`config.mk`:
```
export PLATFORM = sky130hd
export DESIGN_NAME = sdf_top
export DESIGN_NICKNAME = d
export VERILOG_FILES = /design/src/design/sdf_pkg.sv /design/src/design/sdf_tick_gen.sv /design/src/design/sdf_sinc3.sv /design/src/design/sdf_top.sv
export VERILOG_INCLUDE_DIRS = /design/src /design/src/design
export SDC_FILE = /design/constraint.sdc
export NUM_CORES = 1
export LEC_CHECK = 0
export BUFFER_PORTS_ARGS = -buffer_cell sky130_fd_sc_hd__clkbuf_2
export CORE_MARGIN = 3
export CORE_UTILIZATION = 45
export CTS_BUF_LIST = sky130_fd_sc_hd__clkbuf_16
export CTS_CLUSTER_SIZE = 25
export DETAILED_ROUTE_END_ITERATION = 6
export SLEW_MARGIN = 25
export SYNTH_ARGS = -nofsm -noshare
export SYNTH_HDL_FRONTEND = slang
export SYNTH_SLANG_ARGS = --single-unit
```
`constraint.sdc`:
```
create_clock -name clk_i -period 13.3 [get_ports clk_i]
set_input_delay 2.66 -clock clk_i [delete_from_list [all_inputs] [get_ports clk_i]]
set_output_delay 2.66 -clock clk_i [all_outputs]
set_load 0.01 [all_outputs]
```
`src/design/sdf_cfg.svh`:
```
// Constants for the sinc-cubed decimation filter
`ifndef SDF_CFG_SVH
`define SDF_CFG_SVH

// Clock periods in ns and derived master clock divider
`define SDF_CLK_NS 10
`define SDF_MCLK_NS 100
`define SDF_MCLK_DIV (`SDF_MCLK_NS / `SDF_CLK_NS)
`define SDF_MCLK_CNT_W 8

// Modulator cycle is 512 master clocks, base sample period 256
`define SDF_MOD_DIV 512
`define SDF_MOD_CNT_W 9
`define SDF_SAMP_DIV 256
`define SDF_GAIN_SHIFT_MAX 3'h3

// Filter-select word: width and legal decimation range
`define SDF_FSW_W 12
`define SDF_FSW_MIN 12'h013
`define SDF_FSW_MAX 12'h7D0
`define SDF_FSW_RST 12'h0C3

// Datapath: 1 + 3*11 bits for N up to 2000, plus guard bits
`define SDF_ACC_W 36
`define SDF_ORDER 3

// Output periods needed after a flush before words are valid
`define SDF_SETTLE_WORDS 3'h4
`define SDF_SETTLE_W 3

`endif

```
`src/design/sdf_pkg.sv`:
```
// Types shared by the sinc-cubed decimation filter
`include "sdf_cfg.svh"

package sdf_pkg;

    typedef logic signed [`SDF_ACC_W-1:0] sdf_acc_t;

    // Settings that force the filter to restart and settle
    typedef struct packed {
        logic [`SDF_FSW_W-1:0] filter_select_word;
        logic [2:0] gain_code;
        logic chan_sel;
    } sdf_cfg_t;

    // Conversion word with its validity mark
    typedef struct packed {
        sdf_acc_t data;
        logic valid;
    } sdf_word_t;

    typedef enum logic [1:0] {
        SDF_ST_FLUSH = 2'b00,
        SDF_ST_SETTLE = 2'b01,
        SDF_ST_RUN = 2'b10
    } sdf_state_t;

endpackage

```
`src/design/sdf_tick_gen.sv`:
```
// Master clock, modulator and input sampling strobes
`timescale 1ns/100ps
`include "sdf_cfg.svh"

module sdf_tick_gen (
    // Clock and reset
    input wire logic clk_i,
    input wire logic rst_b_i,
    // Gain code, log2 of the gain
    input wire logic [2:0] gain_code_i,
    // Strobes
    output logic mod_tick_o,
    output logic samp_tick_o
);
    import sdf_pkg::*;

    logic [`SDF_MCLK_CNT_W-1:0] div_q;
    logic [`SDF_MCLK_CNT_W-1:0] div_d;
    logic [`SDF_MOD_CNT_W-1:0] mcnt_q;
    logic [`SDF_MOD_CNT_W-1:0] mcnt_d;
    logic mod_tick_q;
    logic samp_tick_q;

    wire mtick = (div_q == `SDF_MCLK_CNT_W'(`SDF_MCLK_DIV - 1));
    // Gains above 8 keep the 8x sample rate
    wire [2:0] shift = (gain_code_i > `SDF_GAIN_SHIFT_MAX) ? `SDF_GAIN_SHIFT_MAX : gain_code_i;
    wire [7:0] samp_mask = 8'((`SDF_SAMP_DIV - 1) >> shift);
    wire mod_wrap = (mcnt_q == `SDF_MOD_CNT_W'(`SDF_MOD_DIV - 1));
    wire samp_hit = mtick && ((mcnt_q[7:0] & samp_mask) == 8'h00); // see RQ2 RQ3
    wire mod_hit = mtick && mod_wrap; // see RQ1

    assign div_d = mtick ? '0 : div_q + 1'b1;
    assign mcnt_d = !mtick ? mcnt_q : (mod_wrap ? '0 : mcnt_q + 1'b1);

    always_ff @(posedge clk_i or negedge rst_b_i) begin
        if (!rst_b_i) begin
            div_q <= '0;
            mcnt_q <= '0;
            mod_tick_q <= 1'b0;
            samp_tick_q <= 1'b0;
        end else begin
            div_q <= div_d;
            mcnt_q <= mcnt_d;
            mod_tick_q <= mod_hit;
            samp_tick_q <= samp_hit;
        end
    end

    assign mod_tick_o = mod_tick_q;
    assign samp_tick_o = samp_tick_q;
endmodule

```
`src/design/sdf_sinc3.sv`:
```
// Third-order integrate-and-dump decimator core
`timescale 1ns/100ps
`include "sdf_cfg.svh"

module sdf_sinc3 (
    // Clock and reset
    input wire logic clk_i,
    input wire logic rst_b_i,
    // Control
    input wire logic clear_i,
    input wire logic [`SDF_FSW_W-1:0] decim_i,
    // Modulator stream
    input wire logic tick_i,
    input wire logic bit_i,
    // Decimated output
    output logic out_stb_o,
    output sdf_pkg::sdf_acc_t out_o
);
    import sdf_pkg::*;

    sdf_acc_t integ_q [0:`SDF_ORDER-1];
    sdf_acc_t integ_in [0:`SDF_ORDER-1];
    sdf_acc_t comb_dly_q [0:`SDF_ORDER-1];
    sdf_acc_t comb_in [0:`SDF_ORDER];
    sdf_acc_t out_q;
    logic [`SDF_FSW_W-1:0] dcnt_q;
    logic out_stb_q;

    // Bipolar map keeps zero input at zero output
    wire sdf_acc_t x = bit_i ? sdf_acc_t'(1) : -sdf_acc_t'(1);
    wire dump = tick_i && (dcnt_q == decim_i - 1'b1); // see RQ6 RQ7

    assign comb_in[0] = integ_q[`SDF_ORDER-1];

    // Wraparound adders: the combs recover the exact sum
    genvar g;
    generate
        for (g = 0; g < `SDF_ORDER; g++) begin : g_stage // see RQ5
            // Split so the first stage never names a stage below zero
            if (g == 0) begin : g_first
                assign integ_in[g] = x;
            end else begin : g_next
                assign integ_in[g] = integ_q[g-1];
            end
            assign comb_in[g+1] = comb_in[g] - comb_dly_q[g];
            always_ff @(posedge clk_i or negedge rst_b_i) begin
                if (!rst_b_i) begin
                    integ_q[g] <= '0;
                    comb_dly_q[g] <= '0;
                end else if (clear_i) begin
                    integ_q[g] <= '0;
                    comb_dly_q[g] <= '0;
                end else begin
                    if (tick_i) integ_q[g] <= integ_q[g] + integ_in[g];
                    if (dump) comb_dly_q[g] <= comb_in[g];
                end
            end
        end
    endgenerate

    always_ff @(posedge clk_i or negedge rst_b_i) begin
        if (!rst_b_i) begin
            dcnt_q <= '0;
            out_q <= '0;
            out_stb_q <= 1'b0;
        end else if (clear_i) begin
            dcnt_q <= '0;
            out_stb_q <= 1'b0;
        end else begin
            if (tick_i) dcnt_q <= dump ? '0 : dcnt_q + 1'b1;
            if (dump) out_q <= comb_in[`SDF_ORDER];
            out_stb_q <= dump;
        end
    end

    assign out_o = out_q;
    assign out_stb_o = out_stb_q;
endmodule

```
`src/design/sdf_top.sv`:
```
// Sinc-cubed decimating filter behind a sigma-delta modulator
//
// Summary of operation
// RQ1: Modulator strobe is master clock divided 512
// RQ2: Higher gains sample several times per cycle
// RQ3: Sample rate master/256 times gain, capped 8x
// RQ4: Cutoff set by 12-bit filter-select word
// RQ5: Third-order sinc; select moves notches only
// RQ6: Decimate modulator stream to notch rate
// RQ7: One output word per notch period
// RQ8: Step settles after four output periods
// RQ9: Words before settling are marked invalid
// RQ10: Host waits settling after channel switch
// RQ11: Datapath has headroom beyond nominal range
// RQ12: No rejection at modulator rate multiples
// RQ13: Notch 9.76 Hz to 1.028 kHz, updates output
// RQ14: New-data strobe; mark words after changes
`timescale 1ns/100ps
`include "sdf_cfg.svh"

module sdf_top (
    // Clock and reset
    input wire logic clk_i,
    input wire logic rst_b_i,
    // Configuration from the control logic
    input wire sdf_pkg::sdf_cfg_t cfg_i,
    // Modulator bit stream pin
    input wire logic mod_bit_i,
    // Timing strobes towards the modulator
    output logic mod_tick_o,
    output logic samp_tick_o,
    // Output data register
    output sdf_pkg::sdf_word_t word_o,
    output logic new_data_o,
    // Status
    output logic settled_o,
    output logic fsw_clamped_o,
    output logic [4:0] samp_per_cycle_o
);
    import sdf_pkg::*;

    // Pin synchroniser
    logic bit_meta_q;
    logic bit_sync_q;

    // Configuration tracking
    sdf_cfg_t cfg_q;
    logic [`SDF_FSW_W-1:0] decim_q;
    logic [`SDF_FSW_W-1:0] decim_d;
    logic clamp_q;

    // Strobes from the tick generator
    logic mod_tick;
    logic samp_tick;
    logic mod_tick_q;
    logic samp_tick_q;

    // Sample counting per modulator cycle
    logic [4:0] samp_cnt_q;
    logic [4:0] samp_cnt_d;
    logic [4:0] samp_per_cycle_q;

    // Filter core
    logic core_stb;
    sdf_acc_t core_out;

    // Settling control
    sdf_state_t state_q;
    sdf_state_t state_d;
    logic [`SDF_SETTLE_W-1:0] settle_q;
    logic [`SDF_SETTLE_W-1:0] settle_d;
    logic flush;

    // Output register
    sdf_word_t word_q;
    logic new_data_q;
    logic settled_q;

    // The modulator bit crosses from the analog side
    always_ff @(posedge clk_i or negedge rst_b_i) begin
        if (!rst_b_i) begin
            bit_meta_q <= 1'b0;
            bit_sync_q <= 1'b0;
        end else begin
            bit_meta_q <= mod_bit_i;
            bit_sync_q <= bit_meta_q;
        end
    end

    // Out-of-range select words are pinned to the legal notch range
    wire fsw_low = cfg_i.filter_select_word < `SDF_FSW_MIN;
    wire fsw_high = cfg_i.filter_select_word > `SDF_FSW_MAX;
    wire fsw_bad = fsw_low || fsw_high;
    assign decim_d = fsw_low ? `SDF_FSW_MIN :
                     fsw_high ? `SDF_FSW_MAX :
                     cfg_i.filter_select_word; // see RQ4 RQ13

    // Any change of select word, gain or channel restarts the filter
    wire cfg_chg = (cfg_i != cfg_q); // see RQ14

    always_ff @(posedge clk_i or negedge rst_b_i) begin
        if (!rst_b_i) begin
            cfg_q <= '{filter_select_word: `SDF_FSW_RST, gain_code: 3'h0, chan_sel: 1'b0};
            decim_q <= `SDF_FSW_RST;
            clamp_q <= 1'b0;
        end else begin
            cfg_q <= cfg_i;
            decim_q <= decim_d;
            clamp_q <= fsw_bad;
        end
    end

    sdf_tick_gen u_tick (
        .clk_i(clk_i),
        .rst_b_i(rst_b_i),
        .gain_code_i(cfg_q.gain_code),
        .mod_tick_o(mod_tick),
        .samp_tick_o(samp_tick)
    );

    // Count input samples taken within each modulator cycle
    assign samp_cnt_d = mod_tick ? 5'(samp_tick) :
                        (samp_tick ? samp_cnt_q + 5'h01 : samp_cnt_q); // see RQ2

    always_ff @(posedge clk_i or negedge rst_b_i) begin
        if (!rst_b_i) begin
            mod_tick_q <= 1'b0;
            samp_tick_q <= 1'b0;
            samp_cnt_q <= 5'h00;
            samp_per_cycle_q <= 5'h00;
        end else begin
            mod_tick_q <= mod_tick;
            samp_tick_q <= samp_tick;
            samp_cnt_q <= samp_cnt_d;
            if (mod_tick) samp_per_cycle_q <= samp_cnt_q;
        end
    end

    // Wide accumulators leave headroom well past full scale; no
    // saturation logic is needed since wraparound cancels in the combs.
    // The decimator alone cannot reject noise near multiples of the
    // modulator rate; that is left to an analog prefilter.
    sdf_sinc3 u_core (
        .clk_i(clk_i),
        .rst_b_i(rst_b_i),
        .clear_i(flush), // see RQ11 RQ12
        .decim_i(decim_q),
        .tick_i(mod_tick),
        .bit_i(bit_sync_q),
        .out_stb_o(core_stb),
        .out_o(core_out)
    );

    // Settling sequence
    always_comb begin
        state_d = state_q;
        settle_d = settle_q;
        case (state_q)
            SDF_ST_FLUSH: begin
                settle_d = '0;
                state_d = SDF_ST_SETTLE;
            end
            SDF_ST_SETTLE: begin
                if (core_stb) begin
                    settle_d = settle_q + 1'b1;
                    if (settle_q == `SDF_SETTLE_WORDS - 1'b1) begin
                        state_d = SDF_ST_RUN; // see RQ8
                    end
                end
            end
            SDF_ST_RUN: begin
                settle_d = settle_q;
            end
            default: begin
                state_d = SDF_ST_FLUSH;
                settle_d = '0;
            end
        endcase
        if (cfg_chg) begin
            state_d = SDF_ST_FLUSH; // see RQ10 RQ14
        end
    end

    assign flush = (state_q == SDF_ST_FLUSH);

    // Words reaching the output before settling carry valid low
    wire word_ok = (state_d == SDF_ST_RUN) && !cfg_chg; // see RQ9

    always_ff @(posedge clk_i or negedge rst_b_i) begin
        if (!rst_b_i) begin
            state_q <= SDF_ST_FLUSH;
            settle_q <= '0;
        end else begin
            state_q <= state_d;
            settle_q <= settle_d;
        end
    end

    // Output register updates once per notch period
    always_ff @(posedge clk_i or negedge rst_b_i) begin
        if (!rst_b_i) begin
            word_q <= '0;
            new_data_q <= 1'b0;
            settled_q <= 1'b0;
        end else begin
            new_data_q <= core_stb && !flush; // see RQ13 RQ14
            if (core_stb && !flush) begin
                word_q.data <= core_out; // see RQ7
                word_q.valid <= word_ok;
            end
            settled_q <= (state_d == SDF_ST_RUN);
        end
    end

    assign mod_tick_o = mod_tick_q;
    assign samp_tick_o = samp_tick_q;
    assign word_o = word_q;
    assign new_data_o = new_data_q;
    assign settled_o = settled_q;
    assign fsw_clamped_o = clamp_q;
    assign samp_per_cycle_o = samp_per_cycle_q;
endmodule

```
== Word level (Yosys, flattened, before mapping) ==
Cells that the tools add are included.

* Eq/ne operators: 9
* Order comparisons: 3
* Bitwise logic cells: 3
* Shift operators: 1
* Multiplexer cells: 30
* Reduce and logical (&&, ||, !) cells: 15
* Add/sub/neg operators: 12

{| class="wikitable"
|+ Operators by type and width
! kind !! number
|-
| 2-to-1 mux 36 bit || 13
|-
| adder 36 bit || 3
|-
| subtractor 36 bit || 3
|-
| 2-to-1 mux 12 bit || 5
|-
| != test 16 bit || 1
|-
| adder 12 x 1 -> 12 bit (second input constant) || 1
|-
| equality test 12 bit || 1
|-
| > comparator 12 x 11 -> 1 bit (second input constant) || 1
|-
| less-than comparator 12 x 5 -> 1 bit (second input constant) || 1
|-
| subtractor 12 x 1 -> 12 bit (second input constant) || 1
|-
| 2-to-1 mux 5 bit || 2
|-
| adder 9 x 1 -> 9 bit (second input constant) || 1
|-
| equality test 9 bit (second input constant) || 1
|-
| 2-to-1 mux 9 bit || 1
|-
| adder 8 x 1 -> 8 bit (second input constant) || 1
|-
| bitwise AND 8 bit || 1
|-
| equality test 8 x 4 -> 1 bit (second input constant) || 1
|-
| logical NOT 8 bit || 1
|-
| 2-to-1 mux 8 bit || 1
|-
| right shift 8 x 3 -> 8 bit (first input constant) || 1
|-
| 2-to-1 mux 2 bit || 3
|-
| 2-to-1 mux 3 bit || 2
|-
| one-hot mux 2 bit (3 select lines) || 1
|-
| one-hot mux 3 bit (2 select lines) || 1
|-
| 15 further kinds || 25
|}

* Flip-flop bits (word level): 371
* Bits of input ports: 19
* Word-level logic and storage cells: 103
* Output and inout port bits: 47

== Longest topological paths before layout ==
Gate-level depths: netlist of the first run.

* Depth after elaboration: 7
* Depth in mapped cells: 36
* Gate-level depth less buffers: 36

== Modules after synthesis ==
Synthesis of the first run repeated with hierarchy kept, for this count alone.

* Cells, all modules: 2827
* Area total of the unflattened synthesis: 25155.4 µm²

{| class="wikitable"
|+ Modules (own cells, without submodules)
! module !! area an instance (µm²) !! cells each !! seq. area each (µm²) !! times used
|-
| sdf_sinc3 || 20933.8 || 2513 || 6631.4 || 1
|-
| sdf_top || 3284.4 || 221 || 2187.1 || 1
|-
| sdf_tick_gen || 937.1 || 93 || 475.5 || 1
|}

== Least setup slack after synthesis of the first run ==
No wires, ideal clock.

* Kind: register to register
* Start: register u_core.integ_q (netlist bit u_core.comb_in[108])
* End: register u_core.out_q[34] (netlist: u_core.out_o[34])
* Stages on the path, launching flop included: 36
* Required time: 13.168 ns
* Buffers on the path: 0
* Library setup time: 0.132 ns
* Clock period less this slack: 6.792 ns
* Arrival: 6.660 ns
* Slack: 6.508 ns
* Path through: dfrtp_1 inv_1 ha_1 inv_1 fa_1 a21o_1 a21oi_1 and4b_1 o31ai_1 o21ai_0 a21o_1 a21oi_1 xnor2_1 ha_1 and3_1 nand2_1 nor3_1 a211oi_1 a21boi_1 o21ai_1 a21boi_1 o21ai_1 nor3b_1 nor2_1 ha_1 nand2_1 nor2_1 a31o_2 a221oi_1 nand3_1 a31oi_1 a211o_1 nor3_1 a2111oi_1 xor2_1 o21ai_1

* Longest elaborated chain between the ends: 3

{| class="wikitable"
|+ RTL lines
! what !! RTL line !! RTL
|-
| start: declaration || sdf_sinc3.sv:21 || <nowiki>sdf_acc_t integ_q [0:`SDF_ORDER-1];</nowiki>
|-
| start signal: indexed assignment || sdf_sinc3.sv:54 || <nowiki>if (tick_i) integ_q[g] <= integ_q[g] + integ_in[g];</nowiki>
|-
| subtractor 36 bit (3 in series) || sdf_sinc3.sv:45 || <nowiki>assign comb_in[g+1] = comb_in[g] - comb_dly_q[g];</nowiki>
|-
| end signal: assignment || sdf_sinc3.sv:71 || <nowiki>if (dump) out_q <= comb_in[`SDF_ORDER];</nowiki>
|-
| end: declaration || sdf_sinc3.sv:25 || <nowiki>sdf_acc_t out_q;</nowiki>
|}

No other way between the ends.
A chain may end at the register's enable or synchronous reset.

== Worst setup path in the final report of the first run ==
Ends and elaborated chain as after synthesis.

==> results of run 1 <==
-- power groups by stage --
stage	Clock (mW)	Combinational (mW)	Sequential (mW)
finish	1.29	0.0630	1.14
global route	1.37	0.0737	1.14
CTS	1.33	0.0655	1.14
detailed placement	0	0.0651	1.16
global placement	0	0.0628	1.16
floorplan	0	0.0289	1.16
-- layout by cell type (no fill, tap or decap), types with 102 or more instances in the layout --
cell type / synthesis / final
nor2_1: 384 / 382
dfrtp_1: 363 / 362
a21oi_1: 280 / 280
ha_1: 219 / 219
nand2_1: 186 / 185
inv_1: 171 / 176
xnor2_1: 133 / 133
a21o_1: 118 / 118
o21ai_0: 111 / 111
xor2_1: 102 / 102
-- cell type report --
class                   count  area (um^2)  share of cell area [%]
clock buffers              46         1151                   4.159
clock inverters            35        396.6                   1.433
inverters                 173        649.4                   2.346
multi-input cells        2190        14810                   53.50
flip-flops and latches    371         9298                   33.60
well taps                 739        924.6                   3.341
repair buffers             77        449.2                   1.623
-- layer usage --
metal | GRT usage [%] | part of all wire (%) | wire (um)
met1 | 26.06 | 48 | 26710
met2 | 31.56 | 47 | 26190
met3 | 2.169 | 3.4 | 1919
met4 | 4.385 | 1.5 | 860
met5 | 0 | 0 | 0
-- metrics by stage --
stage | power (mW) | area [um^2] | setup WS (ns) | util, %
after global placement | 1.222 | 26120 | 5.811 | 47.96
after CTS | 2.531 | 27660 | 5.579 | 50.80
after detailed placement | 1.224 | 26120 | 5.654 | 47.96
after floorplan | 1.187 | 25080 | 6.508 | -
after global routing | 2.587 | 27680 | 4.664 | 50.82
final | 2.487 | 27680 | 5.486 | 50.82
-- flip-flops by register name (all words and copies together), names as in the netlist, 2 cells and up --
register and count:
u_tick.mcnt_q 9, state_q 2, u_core.integ_in 72, samp_cnt_q 5, decim_q 12, u_core.comb_in 36, u_tick.div_q 8, u_core.dcnt_q 12
u_core.comb_dly_q 108, samp_per_cycle_o 5, cfg_q 16, word_o 37, u_core.out_o 36, settle_q 3
-- kinds of logic (layout without fill, tap and decap cells) --
logic type	Yosys count	after routing
simple gates	815	815
compound gates	797	797
flops	371	371
buf+inv	260	331
xor+xnor	236	236
fa+ha+maj	225	225
mux	116	116
other cells	1	1
-- synth_stat cells, types with 32 or more instances --
library cell | n | area (um^2)
a21o_1 | 118 | 885.9
a21oi_1 | 280 | 1401
clkbuf_1 | 59 | 221.5
dfrtp_1 | 363 | 9084
ha_1 | 219 | 2740
inv_1 | 171 | 641.9
mux2_2 | 43 | 484.2
mux2i_1 | 73 | 730.7
nand2_1 | 186 | 698.2
nand2b_1 | 35 | 219.0
nand3_1 | 34 | 170.2
nor2_1 | 384 | 1441
nor3_1 | 34 | 170.2
o21a_1 | 32 | 240.2
o21ai_0 | 111 | 555.5
o21ai_1 | 69 | 345.3
xnor2_1 | 133 | 1165
xor2_1 | 102 | 893.4
-- how the worst max path moves through the flow --
stage                             to  slack (ns)  depth (start not counted)
finish              u_core.out_o[34]        5.49                         35
global route        u_core.out_o[34]        4.66                         35
CTS                 u_core.out_o[34]        5.58                         35
detailed placement  u_core.out_o[34]        5.65                         35
global placement    u_core.out_o[34]        5.81                         35
floorplan           u_core.out_o[34]        6.51                         35
==> qor.txt, run 1 <==
Critical Path Start Type = register
Die height = 242.1 um
Layout cells sized above 1 = 8.195%
Yosys reg bits = 371
Ys async rst share = 100.0%
WP buf/inv = 2
Std-Cell Rows = 85
Port Buffers = 65
Root buffer cell = clkbuf_16
Hold path endpoint = bit_sync_q
Reg clk slew, reported paths = 0.06 ns
IO Pins = 66
P_sw = 547.9 uW
Worst Setup SP = u_core.comb_in[108]
Post-synthesis xor/xnor area fraction = 8.271%
Sink Count = 371
Hold slack = 0.3497 ns
Vias = 19654
Hold Path Origin = bit_meta_q
Adder-cell area share of the yosys netlist = 11.40%
DR WL/cell = 15.33 um
Complex-gate fraction of the synthesized area = 19.93%
Worst R2R End = u_core.out_o[34]
Core ar. = 0.05445 mm^2
Hpwl dp = 39460 um
Post-synthesis mux area share = 4.844%
Synth Cell Area = 0.02508 mm^2
Overflow after GRT = 0
R2r startpoint = u_core.comb_in[108]
Antenna cells = 0
DRT antenna net count = 0
Crit Path Category = register to register
# Max-Cap Violations = 0
VDD IR-drop max = 96.38 uV
DR vias/cell = 5.413
Cell variety after synth = 87
Net Sw Frac = 22.03%
Worst Path Arrival = 8.25 ns
Initial DRC count = 1199
F_max = 128.0 MHz
Run status = complete, no violations
Main combinational cell family by area after synthesis = compound AO/OA/AOI/OAI gates
Largest net degree at the start of global routing = 192
Hold Path Class = register to register
Setup crit end kind = register
Initial core utilization = 46.06%
Final setup vio count = 0
Share of total power in the clock network = 51.7%
Area delta synth->final = 10.34%
Cts repair resizes = 0
Sequential share of power = 45.8%
Initial antenna violation count = 0
Internal power = 1.939 mW
Non-Filler Instances = 3631
Syn. warnings = 0
Simple-gate area share of the yosys netlist = 14.49%
TritonCTS clock tree = built
Clock tree buffer depth = 3
Num CTS Buffers = 46
Placer Congestion = 0.8583
Mapped Avg Cell Area = 8.891 um^2
Cell count after synthesis = 2821
Logic gate share of total power = 2.5%
Post-CTS Setup Repair Bufs = 0
Fillers = 5181
Final setup TNS = 0 ns
Crit path time final = 7.814 ns
Hold depth = 0
R2r setup slk = 5.49 ns
Final WL = 55680 um
Die width = 242.1 um
Worst skew pair latency = 0.58 ns
Max Clock Skew = 0.02274 ns
Main synth FF type = dfrtp_1
Slowest cell on crit path = o31ai_1
Seq/Total Area, Yosys = 37.05%
Worst-Margin Slew = 1.106 ns
PwrDens = 89.87 mW/mm^2
Top delay family on crit path = compound AO/OA/AOI/OAI gates
DR pass1 iterations = 5
Lkg Pwr = 13.17 nW
GRT Util Overall = 18.80%
Synth Net Count = 3065
Nets = 3103
Die footprint = 0.05861 mm^2
Largest stage delay, worst path = 0.48 ns
Period utilisation layout = 58.75%
First-pass GRT wire length = 93920 um
Worst reg2reg path depth = 35
Vias in the first global route = 18799
Pins Over Slew Limit = 0
Drt drc = 0
Hold_buf cts = 0
Critical-path maximum fanout = 5
Final hold vios = 0
Post-synth EDFFs = 0
RSZ-0062 raised after global routing = false
H-tree Lvls = 2
Placed Instances = 3550
Max-slew headroom = 26.29%
CP Data Required Time = 13.74 ns
Note: power is estimated with default switching activity, not from simulation.
==> run 2: changes to the inputs <==
clock period = 6.53 ns   (was 13.3 ns; I/O delays follow)
==> qor.txt, run 2 (synthesized netlist as in run 1, its figures left out) <==
Run status = complete, but fails checks (was complete, no violations)
Failing checks = negative setup slack
Overflow after GRT = 0 (unchanged)
Sink Count = 371 (unchanged)
Max Clock Skew = 0.02180 ns (was 0.02274 ns)
P_sw = 1.116 mW (was 547.9 uW)
Sequential share of power = 46.8% (was 45.8%)
RSZ-0062 raised after global routing = true (was false)
DR WL/cell = 15.42 um (was 15.33 um)
Largest stage delay, worst path = 0.38 ns (was 0.48 ns)
Dpl ws = -0.1161 ns (was 5.654 ns)
Worst R2R End = u_core.out_o[34] (unchanged)
Internal power = 3.844 mW (was 1.939 mW)
Worst-Margin Slew = 0.9772 ns (was 1.106 ns)
Most common cell on crit path = o21ai_1
Non-Filler Instances = 3710 (was 3631)
Initial antenna violation count = 0 (unchanged)
Lkg Pwr = 13.64 nW (was 13.17 nW)
PwrDens = 173.8 mW/mm^2 (was 89.87 mW/mm^2)
Hold depth = 0 (unchanged)
Die height = 242.1 um (unchanged)
Max FFs per register = 108 (unchanged)
Crit Path Category = register to register (unchanged)
DRT antenna net count = 0 (unchanged)
Placed cell area = 0.02662 mm^2 (was 0.02612 mm^2)
Worst skew pair latency = 0.58 ns (about the same)
Worst Path Arrival = 6.96 ns (was 8.25 ns)
Largest net degree at the start of global routing = 160 (was 192)
Placer Congestion = 0.8642 (was 0.8583)
Share of total power in the clock network = 50.6% (was 51.7%)
Initial core utilization = 46.06% (unchanged)
Port Buffers = 65 (unchanged)
Area delta synth->final = 13.82% (was 10.34%)
Vias = 20224 (was 19654)
Crit path time final = 6.530 ns (was 7.814 ns)
Die footprint = 0.05861 mm^2 (unchanged)
Antenna cells = 0 (unchanged)
Logic gate share of total power = 2.6% (was 2.5%)
Setup crit end kind = register (unchanged)
IO Pins = 66 (unchanged)
Std-Cell Rows = 85 (unchanged)
R2r startpoint = u_core.comb_in[108] (unchanged)
Root buffer cell = clkbuf_16 (unchanged)
R2r setup slk = -0.0002 ns (was 5.49 ns)
Post-route setup slack = -0.0001696 ns (was 5.486 ns)
H-tree Lvls = 2 (unchanged)
Hold path endpoint = bit_sync_q (unchanged)
Layout cells sized above 1 = 12.59% (was 8.195%)
Highest-count cells in the layout ignoring fill and taps = 379 x nor2_1, 361 x dfrtp_1, 272 x a21oi_1 (was 382 x nor2_1, 362 x dfrtp_1, 280 x a21oi_1)
Most flops, register = u_core.comb_dly_q (unchanged)
Commonest non-fill, non-tap cell in the layout = nor2_1 (unchanged)
Final hold vios = 0 (unchanged)
Die width = 242.1 um (unchanged)
DR vias/cell = 5.451 (was 5.413)
Hold Path Origin = bit_meta_q (unchanged)
Worst reg2reg path depth = 35 (unchanged)
# Max-Cap Violations = 0 (unchanged)
Reg clk slew, reported paths = 0.06 ns (about the same)
VDD IR-drop max = 150.2 uV (was 96.38 uV)
Nets = 3178 (was 3103)
Critical Path Start Type = register (unchanged)
Drt drc = 0 (unchanged)
Hold Path Class = register to register (unchanged)
Final setup vio count = 1 (was 0)
Slowest cell on crit path = dfrtp_1 (was o31ai_1)
Critical-path maximum fanout = 4 (was 5)
Placed Instances = 3612 (was 3550)
Initial DRC count = 1110 (was 1199)
GRT Util Overall = 19.02% (was 18.80%)
Num CTS Buffers = 45 (was 46)
Net Sw Frac = 22.50% (was 22.03%)
Max-slew headroom = 34.85% (was 26.29%)
Pins Over Slew Limit = 0 (unchanged)
Design Area, Final = 0.02855 mm^2 (was 0.02768 mm^2)
F_max = 153.1 MHz (was 128.0 MHz)
Clock tree buffer depth = 3 (unchanged)
First-pass GRT wire length = 95940 um (was 93920 um)
Final WL = 57200 um (was 55680 um)
Vias in the first global route = 19750 (was 18799)
CP Data Required Time = 6.96 ns (was 13.74 ns)
DR pass1 iterations = 5 (unchanged)
Hpwl dp = 40600 um (was 39460 um)
Core ar. = 0.05445 mm^2 (unchanged)
Period utilisation layout = 100.0% (was 58.75%)
TritonCTS clock tree = built (unchanged)
==> run 2: cell types whose count changed in the layout (fill, tap and decap cells not counted), moves of 6 or more <==
cell	delta
buf_4	+73
o21ai_2	+7
a21oi_2	+7
o21ai_0	-6
a21oi_1	-8
==> run 2: worst max path at each step <==
stage                              startpoint               end  slack, ns  cells after the start
after global placement    u_core.comb_in[108]  u_core.out_o[34]      -0.07                     35
after CTS                 u_core.comb_in[108]  u_core.out_o[32]       0.02                     36
after global routing      u_core.comb_in[108]  u_core.out_o[34]      -0.40                     37
after detailed placement  u_core.comb_in[108]  u_core.out_o[34]      -0.12                     35
after floorplan           u_core.comb_in[108]  u_core.out_o[34]       0.03                     35
final                     u_core.comb_in[108]  u_core.out_o[34]    -0.0002                     35
==> run 2: cell type report <==
cell class                      instances  area [um^2]
Multi-Input combinational cell       2190        15150
Timing Repair Buffer                  153         1049
Tap cell                              739        924.6
Sequential cell                       371         9299
Fill cell                            5117        25900
Clock buffer                           45         1126
Clock inverter                         39        354.1
Inverter                              173        649.4
==> run 2: metrics by stage <==
step | hold slack, ns | TNS (ns) | utilization, % | total power [mW]
floorplan | 0.3312 | 0 | - | 2.418
global placement | 0.3438 | -0.06929 | 48.89 | 2.490
detailed placement | 0.3434 | -0.2127 | 48.89 | 2.495
CTS | 0.3568 | 0 | 51.66 | 5.036
global route | 0.3749 | -1.950 | 52.43 | 5.154
finish | 0.3530 | -0.0001696 | 52.43 | 4.960
==> run 2: per-layer routing <==
| metal | up-vias | part of all wire [%] | wire length [um] | track usage, % |
|---|---|---|---|---|
| met5 | - | 0 | 0 | 0 |
| met4 | 0 | 2.1 | 1195 | 5.357 |
| met3 | 81 | 3.2 | 1823 | 2.512 |
| met2 | 261 | 48 | 27270 | 32.17 |
| met1 | 9784 | 47 | 26910 | 25.60 |
| li1 | 10098 | - | - | - |
==> run 2: worst max-delay path, delay by kind of cell (launching register included) <==
kind / cells / cell delay, ns
buf+inv: 4 / 0.30
flops: 1 / 0.38
compound gates: 18 / 3.34
simple gates: 7 / 0.91
fa+ha+maj: 4 / 1.16
xor+xnor: 2 / 0.33
==> run 2: timing repair <==
| item | 4_1_cts | 5_1_grt |
|---|---|---|
| setup buffers | 0 | 14 |
| hold buffers | 0 | 0 |
| setup endpoints to repair | 5 | 16 |
| pin swaps | 3 | 62 |
| resized for setup | 7 | 73 |
==> run 2: power groups by stage <==
stage	registers, mW	clock network (mW)	logic [mW]
6_report	2.32	2.51	0.130
5_1_grt	2.32	2.69	0.149
4_1_cts	2.32	2.58	0.134
3_5_place_dp	2.36	0	0.134
3_3_place_gp	2.36	0	0.129
2_1_floorplan	2.36	0	0.0588
==> run 3: changes to the inputs <==
--- a/config.mk
+++ b/config.mk
@@ -10,3 +10,3 @@
 export CORE_MARGIN = 3
-export CORE_UTILIZATION = 45
+export CORE_UTILIZATION = 58
 export CTS_BUF_LIST = sky130_fd_sc_hd__clkbuf_16
@@ -14,2 +14,4 @@
 export DETAILED_ROUTE_END_ITERATION = 6
+export HOLD_SLACK_MARGIN = 0.1
+export PLACE_DENSITY = 0.78
 export SLEW_MARGIN = 25
--- a/constraint.sdc
+++ b/constraint.sdc
@@ -3,2 +3,2 @@
 set_output_delay 1.306 -clock clk_i [all_outputs]
-set_load 0.01 [all_outputs]
+set_load 0.1 [all_outputs]
==> qor.txt, run 3 (synthesized netlist as in run 1, its figures left out) <==
Run status = complete, no violations (was complete, but fails checks)
VDD IR-drop max = 258.4 uV (was 150.2 uV)
Sink Count = 371 (unchanged)
Max FFs per register = 108 (unchanged)
Dpl ws = -0.2158 ns (was -0.1161 ns)
R2r startpoint = u_core.comb_in[108] (unchanged)
Root buffer cell = clkbuf_16 (unchanged)
Post-route setup slack = 0.07135 ns (was -0.0001696 ns)
Hpwl dp = 39210 um (was 40600 um)
Drt drc = 0 (unchanged)
Worst R2R End = u_core.out_o[32] (was u_core.out_o[34])
Crit Path Category = register to register (unchanged)
Vias in the first global route = 19768 (was 19750)
Nets = 3166 (was 3178)
Crit path time final = 6.459 ns (was 6.530 ns)
Final setup TNS = 0 ns (was -0.0001696 ns)
Commonest non-fill, non-tap cell in the layout = nor2_1 (unchanged)
Highest-count cells in the layout ignoring fill and taps = 378 x nor2_1, 361 x dfrtp_1, 267 x a21oi_1 (was 379 x nor2_1, 361 x dfrtp_1, 272 x a21oi_1)
GRT Util Overall = 23.57% (was 19.02%)
F_max = 154.8 MHz (was 153.1 MHz)
# Max-Cap Violations = 0 (unchanged)
DR vias/cell = 5.830 (was 5.451)
Final hold vios = 0 (unchanged)
Final core utilization = 66.91% (was 52.43%)
Num CTS Buffers = 42 (was 45)
Die footprint = 0.04577 mm^2 (was 0.05861 mm^2)
Final setup vio count = 0 (was 1)
Initial core utilization = 59.26% (was 46.06%)
Setup crit end kind = register (unchanged)
PwrDens = 175.3 mW/mm^2 (was 173.8 mW/mm^2)
First-pass GRT wire length = 92960 um (was 95940 um)
Hold slack = 0.3499 ns (was 0.3530 ns)
Period utilisation layout = 98.91% (was 100.0%)
DRT antenna net count = 0 (unchanged)
IO Pins = 66 (unchanged)
DR pass1 iterations = 5 (unchanged)
Slowest cell on crit path = dfrtp_1 (unchanged)
Worst reg2reg path depth = 36 (was 35)
Final WL = 56360 um (was 57200 um)
DR WL/cell = 15.96 um (was 15.42 um)
Std-Cell Rows = 75 (was 85)
R2r setup slk = 0.07 ns (was -0.0002 ns)
Die width = 214.0 um (was 242.1 um)
TritonCTS clock tree = built (unchanged)
Placer Congestion = 0.9046 (was 0.8642)
Max Clock Skew = 0.01497 ns (was 0.02180 ns)
Overflow after GRT = 0 (unchanged)
Initial DRC count = 1488 (was 1110)
Pins Over Slew Limit = 0 (unchanged)
Clock tree buffer depth = 3 (unchanged)
H-tree Lvls = 2 (unchanged)
Most flops, register = u_core.comb_dly_q (unchanged)
Worst skew pair latency = 0.58 ns (about the same)
Worst Setup SP = u_core.comb_in[108] (unchanged)
Hold_buf cts = 0 (unchanged)
Worst-Margin Slew = 0.9937 ns (was 0.9772 ns)
CP Capture Point = u_core.out_o[32] (was u_core.out_o[34])
Layout cells sized above 1 = 12.89% (was 12.59%)
Max-slew headroom = 33.59% (was 34.85%)
Largest net degree at the start of global routing = 160 (unchanged)
Hold Path Class = register to register (unchanged)
Critical-path maximum fanout = 4 (unchanged)
Worst Path Arrival = 6.90 ns (was 6.96 ns)
Reg clk slew, reported paths = 0.06 ns (about the same)
Core ar. = 0.04232 mm^2 (was 0.05445 mm^2)
Largest stage delay, worst path = 0.37 ns (was 0.38 ns)
Die height = 214.0 um (was 242.1 um)
Area delta synth->final = 12.91% (was 13.82%)
Vias = 20591 (was 20224)
Initial antenna violation count = 1 (was 0)
Port Buffers = 65 (unchanged)
Antenna cells = 0 (unchanged)
RSZ-0062 raised after global routing = true (unchanged)
CP Data Required Time = 6.97 ns (was 6.96 ns)
Lkg Pwr = 13.56 nW (was 13.64 nW)
Critical Path Start Type = register (unchanged)
[run 3: report_power, final]
group          switching [mW]  internal, mW
Clock                    1.01          1.50
Sequential            0.00859          2.31
Combinational          0.0932        0.0383
[run 3: metal layers]
layer | GRT usage [%] | up-vias | share of wire [%]
met5 | 0 | - | 0.023
li1 | - | 10099 | -
met1 | 31.09 | 9977 | 45
met2 | 39.97 | 395 | 49
met4 | 7.278 | 2 | 2.5
met3 | 3.972 | 118 | 4.0
[run 3: area by class of cell]
type,count,area [um^2]
clock inverters,35,409.1
flip-flops and latches,371,9299
fillers,3290,14000
inverters,173,649.4
repair buffers,144,957.2
well taps,577,721.9
clock buffers,42,1051
multi-input cells,2190,15230
[run 3: how the worst min path moves through the flow]
stage	start	endpoint	slack (ns)	depth (start not counted)
after global placement	bit_meta_q	bit_sync_q	0.34	0
after CTS	bit_meta_q	bit_sync_q	0.35	0
after detailed placement	bit_meta_q	bit_sync_q	0.34	0
after floorplan	bit_meta_q	bit_sync_q	0.33	0
after global routing	bit_meta_q	bit_sync_q	0.36	0
final	bit_meta_q	bit_sync_q	0.35	0
[run 3: worst max-delay path, delay by kind of cell (launching register included)]
| kind | cells | cell delay, ns |
|---|---|---|
| AOI/OAI and AO/OA | 16 | 2.86 |
| adders and majority gates | 4 | 1.10 |
| and+or+nand+nor | 8 | 1.06 |
| buffers and inverters | 5 | 0.55 |
| xor gates and xnor gates | 3 | 0.41 |
| DFF | 1 | 0.37 |
[run 3: per-stage QoR]
| stage | cell area [um^2] | cells | total power [mW] |
|---|---|---|---|
| after floorplan | 25090 | 2821 | 2.420 |
| after global placement | 26270 | 3433 | 2.489 |
| after detailed placement | 26270 | 3433 | 2.495 |
| after CTS | 27810 | 3511 | 5.014 |
| after global routing | 28320 | 3532 | 5.128 |
| final | 28320 | 3532 | 4.965 |
[run 3: timing repair]
| item | in CTS | in global routing |
|---|---|---|
| setup buffers | 1 | 21 |
| endpoints found under the setup margin | 6 | 10 |
| pin swaps | 8 | 43 |
| resized for setup | 19 | 79 |
